`config.mk`:
```
export PLATFORM = sky130hd
export DESIGN_NAME = lcp_link_cmp_pm_regs
export DESIGN_NICKNAME = d
export VERILOG_FILES = /design/src/logic/lcp_pkg.sv /design/src/logic/lcp_cfg_field.sv /design/src/logic/lcp_axil_slave.sv /design/src/logic/lcp_link_cmp_pm_regs.sv
export VERILOG_INCLUDE_DIRS = /design/src /design/src/logic
export SDC_FILE = /design/constraint.sdc
export NUM_CORES = 1
export LEC_CHECK = 0
export ABC_AREA = 1
export BUFFER_PORTS_ARGS = -buffer_cell sky130_fd_sc_hd__buf_2
export CAP_MARGIN = 20
export CORE_ASPECT_RATIO = 0.5
export CORE_MARGIN = 4
export CORE_UTILIZATION = 42
export CTS_BUF_LIST = sky130_fd_sc_hd__clkbuf_16
export DETAILED_ROUTE_END_ITERATION = 8
export GPL_ROUTABILITY_DRIVEN = 0
export PLACE_DENSITY = 0.76
export SLEW_MARGIN = 5
export SYNTH_ARGS = -nofsm -noshare
export SYNTH_HDL_FRONTEND = slang
export SYNTH_SLANG_ARGS = --single-unit
```
`constraint.sdc`:
```
create_clock -name core_clk -period 1.1 [get_ports core_clk]
set_input_delay 0.165 -clock core_clk [delete_from_list [all_inputs] [get_ports core_clk]]
set_output_delay 0.165 -clock core_clk [all_outputs]
set_load 0.01 [all_outputs]
```
`src/logic/lcp_consts.svh`:
```
// Offsets, field positions, reset values and fixed codes of the register slice
`ifndef LCP_CONSTS_SVH
`define LCP_CONSTS_SVH
// Register indices; byte address is four times the index
`define LCP_IDX_LINK_CTL2 8'h70
`define LCP_IDX_LINK_STS2 8'h72
`define LCP_IDX_SLOT_CAP2 8'h74
`define LCP_IDX_SLOT_CTL2 8'h78
`define LCP_IDX_SLOT_STS2 8'h7a
`define LCP_IDX_PM_CAP 8'hc0
// Link control second, upper part
`define LCP_POS_ENTER_CMP 4
`define LCP_POS_MOD_CMP 10
`define LCP_POS_SKIP 11
`define LCP_POS_CMP_DEEMPH 12
// Link status second
`define LCP_POS_CUR_DEEMPH 0
// Power management capability header
`define LCP_POS_CAP_ID 0
`define LCP_POS_NEXT_PTR 8
`define LCP_POS_PM_VER 16
`define LCP_POS_PME_CLK 19
`define LCP_CAP_ID 8'h01
`define LCP_NEXT_PTR_UP 8'h00
`define LCP_NEXT_PTR_DN 8'hd0
`define LCP_PM_VER 3'h3
`define LCP_PME_CLK 1'h0
// Reset values
`define LCP_RST_BIT 1'h0
`define LCP_RST_CMP_CTL 3'h0
// Bus answers
`define LCP_RESP_OKAY 2'h0
`define LCP_RESP_SLVERR 2'h2
`endif

```
`src/logic/lcp_pkg.sv`:
```
// Types shared by the compliance and power management register slice
package lcp_pkg;
  typedef enum logic [2:0]
  {
    LCP_CMP_OFF = 3'b001,
    LCP_CMP_SW = 3'b010,
    LCP_CMP_OTHER = 3'b100
  } lcp_cmp_e;
  // State reported by the link training state machine
  typedef struct packed {
    logic in_compliance;
    logic rate_5g;
    logic line_deemph_35;
  } lcp_ltssm_s;
  // Controls handed to the transmit pattern generator
  typedef struct packed {
    logic send_modified;
    logic insert_skip;
    logic deemph_35;
  } lcp_tx_s;
  // One register write from the bus
  typedef struct packed {
    logic en;
    logic [7:0] idx;
    logic [31:0] data;
    logic [3:0] strb;
  } lcp_wr_s;
endpackage

```
`src/logic/lcp_cfg_field.sv`:
```
// One writable configuration field, sticky or cleared by hot reset
module lcp_cfg_field
  import lcp_pkg::*;
#(
  parameter int WIDTH = 1,
  parameter logic [WIDTH-1:0] RESET_VAL = '0,
  parameter bit STICKY = 1'b1
)
(
  // Clock and resets
  input wire logic core_clk,
  input wire logic rst,
  input wire logic hot_reset,
  // Write port
  input wire logic wr_en,
  input wire logic [WIDTH-1:0] wr_data,
  // Stored value
  output logic [WIDTH-1:0] value
);
  if (WIDTH < 1 || WIDTH > 32)
  begin : g_bad_width
    $error("lcp_cfg_field: WIDTH must be 1 to 32");
  end

  // Sticky fields keep their value across a hot reset of the link
  always_ff @(posedge core_clk)
  begin
    if (rst || (hot_reset && !STICKY))
      value <= RESET_VAL;
    else if (wr_en)
      value <= wr_data;
  end
endmodule

```
`src/logic/lcp_axil_slave.sv`:
```
// AXI4-Lite slave front end with one write and one read in flight
module lcp_axil_slave
  import lcp_pkg::*;
#(
  parameter int ADDR_W = 12
)
(
  // Clock and reset
  input wire logic core_clk,
  input wire logic rst,
  // Write channels
  input wire logic [ADDR_W-1:0] s_awaddr,
  input wire logic s_awvalid,
  output logic s_awready,
  input wire logic [31:0] s_wdata,
  input wire logic [3:0] s_wstrb,
  input wire logic s_wvalid,
  output logic s_wready,
  output logic [1:0] s_bresp,
  output logic s_bvalid,
  input wire logic s_bready,
  // Read channels
  input wire logic [ADDR_W-1:0] s_araddr,
  input wire logic s_arvalid,
  output logic s_arready,
  output logic [31:0] s_rdata,
  output logic [1:0] s_rresp,
  output logic s_rvalid,
  input wire logic s_rready,
  // Register side
  output lcp_wr_s wr,
  input wire logic wr_hit,
  output logic [7:0] rd_idx,
  input wire logic rd_hit,
  input wire logic [31:0] rd_data
);
  `include "lcp_consts.svh"
  if (ADDR_W < 11 || ADDR_W > 32)
  begin : g_bad_addr
    $error("lcp_axil_slave: ADDR_W must be 11 to 32");
  end

  logic aw_held;
  logic w_held;
  logic [ADDR_W-1:0] aw_addr;
  logic [31:0] w_data;
  logic [3:0] w_strb;
  logic commit;
  logic aw_ok;
  logic ar_ok;

  assign commit = aw_held && w_held && !s_bvalid;
  assign aw_ok = (aw_addr[ADDR_W-1:10] == '0);
  assign ar_ok = (s_araddr[ADDR_W-1:10] == '0);
  assign wr = '{en: commit && aw_ok, idx: aw_addr[9:2], data: w_data,
                strb: w_strb};
  assign rd_idx = s_araddr[9:2];

  ////////////////////////////////////////////////////////////////////////////
  // Address and data are taken in either order, then written together
  always_ff @(posedge core_clk)
  begin
    if (rst)
    begin
      aw_held <= 1'b0;
      s_awready <= 1'b0;
      aw_addr <= '0;
    end
    else if (commit)
    begin
      aw_held <= 1'b0;
      s_awready <= 1'b1;
    end
    else if (s_awvalid && s_awready)
    begin
      aw_held <= 1'b1;
      s_awready <= 1'b0;
      aw_addr <= s_awaddr;
    end
    else
      s_awready <= !aw_held;
  end

  always_ff @(posedge core_clk)
  begin
    if (rst)
    begin
      w_held <= 1'b0;
      s_wready <= 1'b0;
      w_data <= 32'h0;
      w_strb <= 4'h0;
    end
    else if (commit)
    begin
      w_held <= 1'b0;
      s_wready <= 1'b1;
    end
    else if (s_wvalid && s_wready)
    begin
      w_held <= 1'b1;
      s_wready <= 1'b0;
      w_data <= s_wdata;
      w_strb <= s_wstrb;
    end
    else
      s_wready <= !w_held;
  end

  always_ff @(posedge core_clk)
  begin
    if (rst)
    begin
      s_bvalid <= 1'b0;
      s_bresp <= `LCP_RESP_OKAY;
    end
    else if (commit)
    begin
      s_bvalid <= 1'b1;
      s_bresp <= (wr_hit && aw_ok) ? `LCP_RESP_OKAY : `LCP_RESP_SLVERR;
    end
    else if (s_bready)
      s_bvalid <= 1'b0;
  end

  ////////////////////////////////////////////////////////////////////////////
  // Read data are sampled at the address handshake
  always_ff @(posedge core_clk)
  begin
    if (rst)
    begin
      s_arready <= 1'b0;
      s_rvalid <= 1'b0;
      s_rdata <= 32'h0;
      s_rresp <= `LCP_RESP_OKAY;
    end
    else if (s_arvalid && s_arready)
    begin
      s_arready <= 1'b0;
      s_rvalid <= 1'b1;
      s_rdata <= (rd_hit && ar_ok) ? rd_data : 32'h0;
      s_rresp <= (rd_hit && ar_ok) ? `LCP_RESP_OKAY : `LCP_RESP_SLVERR;
    end
    else if (s_rvalid && s_rready)
    begin
      s_rvalid <= 1'b0;
      s_arready <= 1'b1;
    end
    else if (!s_rvalid)
      s_arready <= 1'b1;
  end
endmodule

```
`src/logic/lcp_link_cmp_pm_regs.sv`:
```
// Compliance controls, link status and power management header of one port
//
// The implementer's own choice: the AXI4-Lite interface to the registers.
module lcp_link_cmp_pm_regs
  import lcp_pkg::*;
#(
  parameter bit IS_UPSTREAM = 1'b0,
  parameter int ADDR_W = 12
)
(
  // Clock and resets
  input wire logic core_clk,
  input wire logic rst,
  input wire logic hot_reset,
  // Lock control for the next capability pointer
  input wire logic next_ptr_unlock,
  // Link training state machine
  input wire lcp_ltssm_s ltssm,
  output lcp_tx_s tx,
  output logic enter_compliance,
  // AXI4-Lite write channels
  input wire logic [ADDR_W-1:0] s_awaddr,
  input wire logic s_awvalid,
  output logic s_awready,
  input wire logic [31:0] s_wdata,
  input wire logic [3:0] s_wstrb,
  input wire logic s_wvalid,
  output logic s_wready,
  output logic [1:0] s_bresp,
  output logic s_bvalid,
  input wire logic s_bready,
  // AXI4-Lite read channels
  input wire logic [ADDR_W-1:0] s_araddr,
  input wire logic s_arvalid,
  output logic s_arready,
  output logic [31:0] s_rdata,
  output logic [1:0] s_rresp,
  output logic s_rvalid,
  input wire logic s_rready
);
  `include "lcp_consts.svh"

  localparam logic [7:0] NEXT_PTR_RST =
    IS_UPSTREAM ? `LCP_NEXT_PTR_UP : `LCP_NEXT_PTR_DN;

  lcp_wr_s wr;
  logic wr_hit;
  logic [7:0] rd_idx;
  logic rd_hit;
  logic [31:0] rd_data;
  logic [2:0] cmp_ctl;
  logic modified_compliance_enable;
  logic compliance_skip_set_enable;
  logic compliance_deemphasis_select;
  logic [7:0] next_capability_pointer;
  logic current_deemphasis;
  lcp_cmp_e cmp_state;
  lcp_cmp_e next_cmp_state;
  logic wr_ctl2;
  logic wr_pm;

  ////////////////////////////////////////////////////////////////////////////
  // Bus front end
  lcp_axil_slave #(
    .ADDR_W(ADDR_W)
  ) u_bus (
    .core_clk(core_clk),
    .rst(rst),
    .s_awaddr(s_awaddr),
    .s_awvalid(s_awvalid),
    .s_awready(s_awready),
    .s_wdata(s_wdata),
    .s_wstrb(s_wstrb),
    .s_wvalid(s_wvalid),
    .s_wready(s_wready),
    .s_bresp(s_bresp),
    .s_bvalid(s_bvalid),
    .s_bready(s_bready),
    .s_araddr(s_araddr),
    .s_arvalid(s_arvalid),
    .s_arready(s_arready),
    .s_rdata(s_rdata),
    .s_rresp(s_rresp),
    .s_rvalid(s_rvalid),
    .s_rready(s_rready),
    .wr(wr),
    .wr_hit(wr_hit),
    .rd_idx(rd_idx),
    .rd_hit(rd_hit),
    .rd_data(rd_data)
  );

  function automatic logic idx_mapped(input logic [7:0] idx);
    idx_mapped = (idx == `LCP_IDX_LINK_CTL2) || (idx == `LCP_IDX_LINK_STS2) ||
                 (idx == `LCP_IDX_SLOT_CAP2) || (idx == `LCP_IDX_SLOT_CTL2) ||
                 (idx == `LCP_IDX_SLOT_STS2) || (idx == `LCP_IDX_PM_CAP);
  endfunction

  assign wr_hit = idx_mapped(wr.idx);
  assign rd_hit = idx_mapped(rd_idx);
  assign wr_ctl2 = wr.en && (wr.idx == `LCP_IDX_LINK_CTL2);
  assign wr_pm = wr.en && (wr.idx == `LCP_IDX_PM_CAP);

  ////////////////////////////////////////////////////////////////////////////
  // Configuration fields; compliance controls survive a hot reset
  lcp_cfg_field #(
    .WIDTH(1),
    .RESET_VAL(`LCP_RST_BIT),
    .STICKY(1'b1)
  ) u_enter_cmp (
    .core_clk(core_clk),
    .rst(rst),
    .hot_reset(hot_reset),
    .wr_en(wr_ctl2 && wr.strb[0]),
    .wr_data(wr.data[`LCP_POS_ENTER_CMP]),
    .value(enter_compliance)
  );

  lcp_cfg_field #(
    .WIDTH(3),
    .RESET_VAL(`LCP_RST_CMP_CTL),
    .STICKY(1'b1)
  ) u_cmp_ctl (
    .core_clk(core_clk),
    .rst(rst),
    .hot_reset(hot_reset),
    .wr_en(wr_ctl2 && wr.strb[1]),
    .wr_data(wr.data[`LCP_POS_CMP_DEEMPH:`LCP_POS_MOD_CMP]),
    .value(cmp_ctl)
  );

  assign modified_compliance_enable = cmp_ctl[0];
  assign compliance_skip_set_enable = cmp_ctl[1];
  assign compliance_deemphasis_select = cmp_ctl[2];

  // Writable only while unlocked; a hot reset restores the default
  lcp_cfg_field #(
    .WIDTH(8),
    .RESET_VAL(NEXT_PTR_RST),
    .STICKY(1'b0)
  ) u_next_ptr (
    .core_clk(core_clk),
    .rst(rst),
    .hot_reset(hot_reset),
    .wr_en(wr_pm && wr.strb[1] && next_ptr_unlock),
    .wr_data(wr.data[`LCP_POS_NEXT_PTR+7:`LCP_POS_NEXT_PTR]),
    .value(next_capability_pointer)
  );

  ////////////////////////////////////////////////////////////////////////////
  // How compliance was entered, latched at the entry
  always_comb
  begin
    next_cmp_state = cmp_state;
    case (cmp_state)
      LCP_CMP_OFF:
        if (ltssm.in_compliance)
          next_cmp_state = enter_compliance ? LCP_CMP_SW : LCP_CMP_OTHER;
      LCP_CMP_SW, LCP_CMP_OTHER:
        if (!ltssm.in_compliance)
          next_cmp_state = LCP_CMP_OFF;
      default:
        next_cmp_state = LCP_CMP_OFF;
    endcase
  end

  always_ff @(posedge core_clk)
  begin
    if (rst)
      cmp_state <= LCP_CMP_OFF;
    else
      cmp_state <= next_cmp_state;
  end

  ////////////////////////////////////////////////////////////////////////////
  // Pattern controls
  // modified pattern select
  always_ff @(posedge core_clk)
  begin
    if (rst)
      tx.send_modified <= 1'b0;
    else
      tx.send_modified <= ltssm.in_compliance && modified_compliance_enable;
  end

  always_ff @(posedge core_clk)
  begin
    if (rst)
      tx.insert_skip <= 1'b0;
    else
      tx.insert_skip <= ltssm.in_compliance && compliance_skip_set_enable;
  end

  always_ff @(posedge core_clk)
  begin
    if (rst)
      tx.deemph_35 <= 1'b0;
    else if (cmp_state == LCP_CMP_SW)
      tx.deemph_35 <= compliance_deemphasis_select;
    else
      tx.deemph_35 <= ltssm.line_deemph_35;
  end

  // level in use at 5.0 Gbps
  // Held at 2.5 Gbps, where the value carries no meaning
  always_ff @(posedge core_clk)
  begin
    if (rst)
      current_deemphasis <= `LCP_RST_BIT;
    else if (ltssm.rate_5g)
      current_deemphasis <= tx.deemph_35;
  end

  ////////////////////////////////////////////////////////////////////////////
  // Read data
  always_comb
  begin
    rd_data = 32'h0;
    case (rd_idx)
      `LCP_IDX_LINK_CTL2:
      begin
        rd_data[`LCP_POS_ENTER_CMP] = enter_compliance;
        rd_data[`LCP_POS_CMP_DEEMPH:`LCP_POS_MOD_CMP] = cmp_ctl;
      end
      `LCP_IDX_LINK_STS2:
        rd_data[`LCP_POS_CUR_DEEMPH] = current_deemphasis;
      `LCP_IDX_PM_CAP:
      begin
        rd_data[`LCP_POS_CAP_ID+7:`LCP_POS_CAP_ID] = `LCP_CAP_ID;
        rd_data[`LCP_POS_NEXT_PTR+7:`LCP_POS_NEXT_PTR] =
          next_capability_pointer;
        rd_data[`LCP_POS_PM_VER+2:`LCP_POS_PM_VER] = `LCP_PM_VER;
        rd_data[`LCP_POS_PME_CLK] = `LCP_PME_CLK;
      end
      default:
        rd_data = 32'h0;
    endcase
  end

  logic ar_take;
  logic [7:0] ar_idx_q;
  logic ar_ok_q;
  assign ar_take = s_arvalid && s_arready;
  always_ff @(posedge core_clk)
  begin
    if (rst)
    begin
      ar_idx_q <= 8'h00;
      ar_ok_q <= 1'b0;
    end
    else if (ar_take)
    begin
      ar_idx_q <= rd_idx;
      ar_ok_q <= (s_araddr[ADDR_W-1:10] == '0);
    end
  end
endmodule

```
Yosys cells after proc, flatten, opt, wreduce, memory -nomap -nowiden

Index checks and enable logic that the tools add are counted.

Word-level logic and storage cells: 104
ROM bits: 0
Flip-flop bits (word level): 92
Bits in latches: 0
Memory bits (writable): 0
Memories kept: 0

$lt $le $gt $ge: 0
Div/mod/pow operators: 0
Bitwise gates (word level): 1
Add/sub/neg operators: 0
Equal/unequal tests: 18
Reductions and logical operators: 41
Muxes and demuxes: 23
Shift operators: 0
Multipliers: 0

Operators with widths:

| operator                                                        | number |
|---|---|
| 8-bit by 7-bit == test with 1-bit output, second input constant | 10 |
| 18-bit 2-to-1 mux                                               | 1 |
| 1-bit logical AND                                               | 17 |
| 8-bit == test, second input constant                            | 2 |
| 1-bit 2-to-1 mux                                                | 12 |
| 3-bit one-hot mux with 2 select lines                           | 2 |
| 1-bit logical OR                                                | 11 |
| 5-bit 2-to-1 mux                                                | 2 |
| 3-bit 2-to-1 mux                                                | 3 |
| 2-bit inequality test, second input constant                    | 3 |
| 2-bit AND reduction                                             | 3 |
| 2-bit OR reduction                                              | 3 |
| 2-bit zero test                                                 | 2 |
| 2-bit 2-to-1 mux                                                | 2 |
| 2-bit nonzero test                                              | 2 |
| 3-bit by 1-bit == test with 1-bit output, second input constant | 1 |
| 3-bit by 2-bit == test with 1-bit output, second input constant | 1 |
| 3-bit == test, second input constant                            | 1 |
| 1-bit zero test                                                 | 3 |
| 1-bit one-hot mux with 2 select lines                           | 1 |
| 1-bit NOT                                                       | 1 |

Depth between registers and ports, before layout

Word-level depth: 8
Mapped depth: 10

Hierarchy

A second synthesis with hierarchy kept.

Cell total of the unflattened synthesis: 680
Area total of the unflattened synthesis: 4,713.3 um^2

Modules (own cells, without submodules):

| module                      | area an instance (um^2) | cells an instance | sequential area each (um^2) | instances |
|---|---|---|---|---|
| lcp_axil_slave              | 3,622.2                 | 505               | 1,741.7                     | 1 |
| lcp_link_cmp_pm_regs        | 608.1                   | 104               | 140.1                       | 1 |
| lcp_cfg_field (u_next_ptr)  | 317.8                   | 45                | 160.2                       | 1 |
| lcp_cfg_field (u_cmp_ctl)   | 120.1                   | 19                | 60.1                        | 1 |
| lcp_cfg_field (u_enter_cmp) | 45.0                    | 7                 | 20.0                        | 1 |

Worst setup path before layout

No wires, ideal clock.

Kind: reg-to-reg
Start point: register u_bus.s_bvalid
End point: register u_next_ptr.value[5]
Stages on the path, launching flop included: 10
Buffers on the path: 1
Setup slack: -65 ps
Arrival time: 1,051 ps
Data required time: 987 ps
Clock period less this slack: 1,165 ps
Cell sequence: dfxtp_1 -> inv_1 -> nand3_2 -> inv_2 -> nand2_2 -> nor2_2 -> nand2_2 -> buf_6 -> o21ai_1 -> nor2_1

Word-level cells in the longest chain between the ends: 6

RTL lines:

| what                           | RTL line                    | source |
|---|---|---|
| start, declared                | lcp_axil_slave.sv:20        | `output logic s_bvalid,` |
| start signal, assigned         | lcp_axil_slave.sv:113       | `s_bvalid <= 1'b0;` |
| start signal, assigned         | lcp_axil_slave.sv:118       | `s_bvalid <= 1'b1;` |
| start signal, assigned         | lcp_axil_slave.sv:122       | `s_bvalid <= 1'b0;` |
| 1-bit zero test                | lcp_axil_slave.sv:52        | `assign commit = aw_held && w_held && !s_bvalid;` |
| 1-bit logical AND              | lcp_axil_slave.sv:52        |  |
| 1-bit logical AND              | lcp_axil_slave.sv:55        | `assign wr = '{en: commit && aw_ok, idx: aw_addr[9:2], data: w_data,` |
| 1-bit logical AND              | lcp_link_cmp_pm_regs.sv:102 | `` assign wr_pm = wr.en && (wr.idx == `LCP_IDX_PM_CAP); `` |
| 1-bit logical AND (2 in a row) | lcp_link_cmp_pm_regs.sv:145 | `.wr_en(wr_pm && wr.strb[1] && next_ptr_unlock),` |
| end signal, assigned           | lcp_cfg_field.sv:31         | `value <= wr_data;` |
| end, declared                  | lcp_cfg_field.sv:18         | `output logic [WIDTH-1:0] value` |

Every way passes these cells.
A chain may end at the register's enable or synchronous reset.

Final worst setup path

Start point: register u_bus.aw_addr[2]
End point: register u_next_ptr.value[5]

Word-level cells in the longest chain between the ends: 4

RTL lines:

| what                           | RTL line                    | source |
|---|---|---|
| start, declared                | lcp_axil_slave.sv:45        | `logic [ADDR_W-1:0] aw_addr;` |
| start signal, assigned         | lcp_axil_slave.sv:78        | `aw_addr <= s_awaddr;` |
| 8-bit == test (no source line) | -                           |  |
| 1-bit logical AND              | lcp_link_cmp_pm_regs.sv:102 |  |
| 1-bit logical AND (2 in a row) | lcp_link_cmp_pm_regs.sv:145 |  |

Every way passes these cells.

==> results.json <==
{
  "grt-busiest-layer": "met2",
  "worstSetupPathType": "flop to flop",
  "num_vias": 2555,
  "synth_xor_area_frac": 0,
  "synth_simple_gate_area_share": 0.3165,
  "wirelength_microns": 6686,
  "grt_max_degree": 25,
  "max_freq_mhz": 774.7,
  "synth_adder_area_share": 0,
  "leakagePower_nw": 1.811,
  "wire_per_inst_microns": 12.31,
  "timing.final.crit_share": 1.173,
  "slew_viol_final": 0,
  "hold_viol_final": 0,
  "powerDensity_mw_per_mm2": 1569,
  "fin_area_sq_mm": 0.003750,
  "rsz0062_at_grt": "yes",
  "grt_pass1_wl_microns": 9742,
  "boundaryPins": 117,
  "maxCapViolCount": 0,
  "fillCellCount": 514,
  "end_kind": "flop",
  "grtUsageMet1": 0.1839,
  "synth_compound_area_frac": 0.08960,
  "path_clk_slew_ps": 50,
  "ys_ff_latch": 60,
  "ys_warn_count": 0,
  "rows": 19,
  "cts_root_buffer": "clkbuf_16",
  "required_ps": 1310,
  "ctsHtreeMaxLevel": 3,
  "yosysTopAreaCell": "dfxtp_1",
  "post-dp-hpwl_microns": 4494,
  "ant_nets": 0,
  "worst_slack_ps": -190.8,
  "core-area_sq_mm": 0.005729,
  "diodes": 0,
  "peakVddDrop_v": 0.0009391,
  "drc": 0,
  "areaGrowthSynthToFinish_pct": 44.36,
  "die_w_microns": 119.2,
  "ys_types": 22,
  "met2_usage": 0.2825,
  "yosysTopAreaCellShare": 0.4624,
  "nets": 526,
  "grtUsageTotal": 0.1616,
  "synthCells": 358,
  "worstSkewPairLatency_ps": 320,
  "placed_area_sq_mm": 0.003103,
  "cts_tree": "built",
  "arrival_ps": 1500,
  "crit_fanout": 6,
  "vias_per_cell": 4.705,
  "syn_area_sq_mm": 0.002597,
  "drt-initial-drc-count": 105,
  "synth-seq-area-share": 0.4624,
  "grt_pass1_vias": 2222,
  "violations": "negative setup slack",
  "setup_viol": 33,
  "portBuffers": 65,
  "cts_buffers": 9,
  "synthMuxAreaShare": 0,
  "cts.sinks": 60,
  "first_pass_iters": 6,
  "worst_setup_path_start_kind": "flop",
  "finalCriticalPeriod_ps": 1291,
  "status": "finished with violations",
  "die-area_sq_mm": 0.007583,
  "fp.dieH_microns": 63.61,
  "holdWs_ps": 36.68,
  "drive_above_1_share": 0.3878,
  "avgSynthCellArea_sq_um": 7.256,
  "synth_top_family_by_area": "simple AND/OR/NAND/NOR gates",
  "use_met3": 0.05183,
  "grt.overflow.total": 0,
  "skew_ps": 3.817,
  "synth_area_leaders": "dfxtp_1 (46%), nor2_1 (11%), nand2_1 (9.2%)",
  "antenna_found_initial": 0,
  "start_util": 0.4534,
  "holdCritPathClass": "input pin to flop",
  "cts.path.max_buffers": 2
}
-- per-stage QoR --
step | utilization | total power, mW | std cells | setup slack, ps | setup TNS (ps)
4_1_cts | 0.6143 | 5.795 | 537 | -134.6 | -912.7
3_5_place_dp | 0.5416 | 2.880 | 521 | -227.3 | -4728
5_1_grt | 0.6545 | 6.111 | 543 | -237.2 | -3565
3_3_place_gp | 0.5416 | 2.862 | 521 | -137.2 | -3313
2_1_floorplan | - | 2.700 | 379 | -19.44 | -19.44
6_report | 0.6545 | 5.883 | 543 | -190.8 | -1655
-- registers in the layout, indices dropped and copies added (netlist names), 2 cells and up --
name and count:
u_bus.aw_addr 10, tx 3, u_next_ptr.value 8, u_bus.w_strb 2
u_bus.w_data 9, u_cmp_ctl.value 3, u_bus.s_rdata 11, cmp_state 3
-- cell type report --
cell class,count,area [sq um],share of cell area
Clock buffer,9,225.2,0.06006
Inverter,30,122.6,0.03270
Clock inverter,7,82.58,0.02202
Sequential cell,60,1220,0.3253
Tap cell,84,105.1,0.02803
Timing Repair Buffer,94,608.1,0.1622
Multi-Input combinational cell,259,1386,0.3697
-- power breakdown --
group	switching, mW	internal, mW	total (mW)
combinational	0.372	0.289	0.661
sequential	0.0797	2.27	2.35
clock	0.923	1.95	2.87
total	1.38	4.51	5.88
-- final timing paths --
path / slack [ps] / to / cells past startpoint / startpoint
worst max-delay path: -190 / u_next_ptr.value[5]$_SDFFE_PP0P_ / 6 / u_bus.aw_addr[2]$_SDFFE_PP0P_
worst min-delay path: 40 / current_deemphasis$_SDFFE_PP0P_ / 2 / ltssm[1]
worst max register to register: -190 / u_next_ptr.value[5]$_SDFFE_PP0P_ / 6 / u_bus.aw_addr[2]$_SDFFE_PP0P_
worst min register to register: 440 / current_deemphasis$_SDFFE_PP0P_ / 2 / tx[0]$_SDFF_PP0_
-- critical path: stages, from the launching register on --
cell and delay, ps:
dfxtp_4 360, nor2_4 80, nand4_1 170, nor2_4 230, nand2_4 110, o21ai_1 160
nor2_1 60
-- cell usage in the layout (no fill, tap or decap), drive strengths merged --
master	Yosys	final
nor2	83	84
nand2	67	68
o21bai	1	1
nand4	8	8
clkbuf	4	10
dfxtp	60	60
clkinvlp	0	1
clkinv	0	3
bufinv	0	2
nand3	26	26
o21ai	32	32
nor3	5	5
a21oi	13	13
conb	1	22
buf	28	93
inv	30	31
-- per-layer routing --
layer | vias to the layer above | part of all wire
met5 | - | 0
met4 | 0 | 0.0096
met3 | 7 | 0.066
met2 | 80 | 0.51
li1 | 1291 | -
met1 | 1177 | 0.42
-- what timing repair did --
action,4_1_cts,5_1_grt
cloned,1,3
hold buffers,0,0
gates resized for setup,50,61
setup buffers,0,3
pin swaps,19,8
setup endpoints to repair,49,50
-- Yosys cell counts (all sizes together) --
master   n
nor2    83
nand2   67
dfxtp   60
o21ai   32
inv     30
buf     28
nand3   26
a21oi   13
nand4    8
nor3     5
clkbuf   4
conb     1
o21bai   1
-- cells by family after synthesis --
| kind of cell | count (synthesis) |
|---|---|
| buffers and inverters | 62 |
| DFF | 60 |
| AOI/OAI and AO/OA | 46 |
| and+or+nand+nor | 189 |
| other | 1 |
No activity file was read; power rests on OpenSTA's default activity.
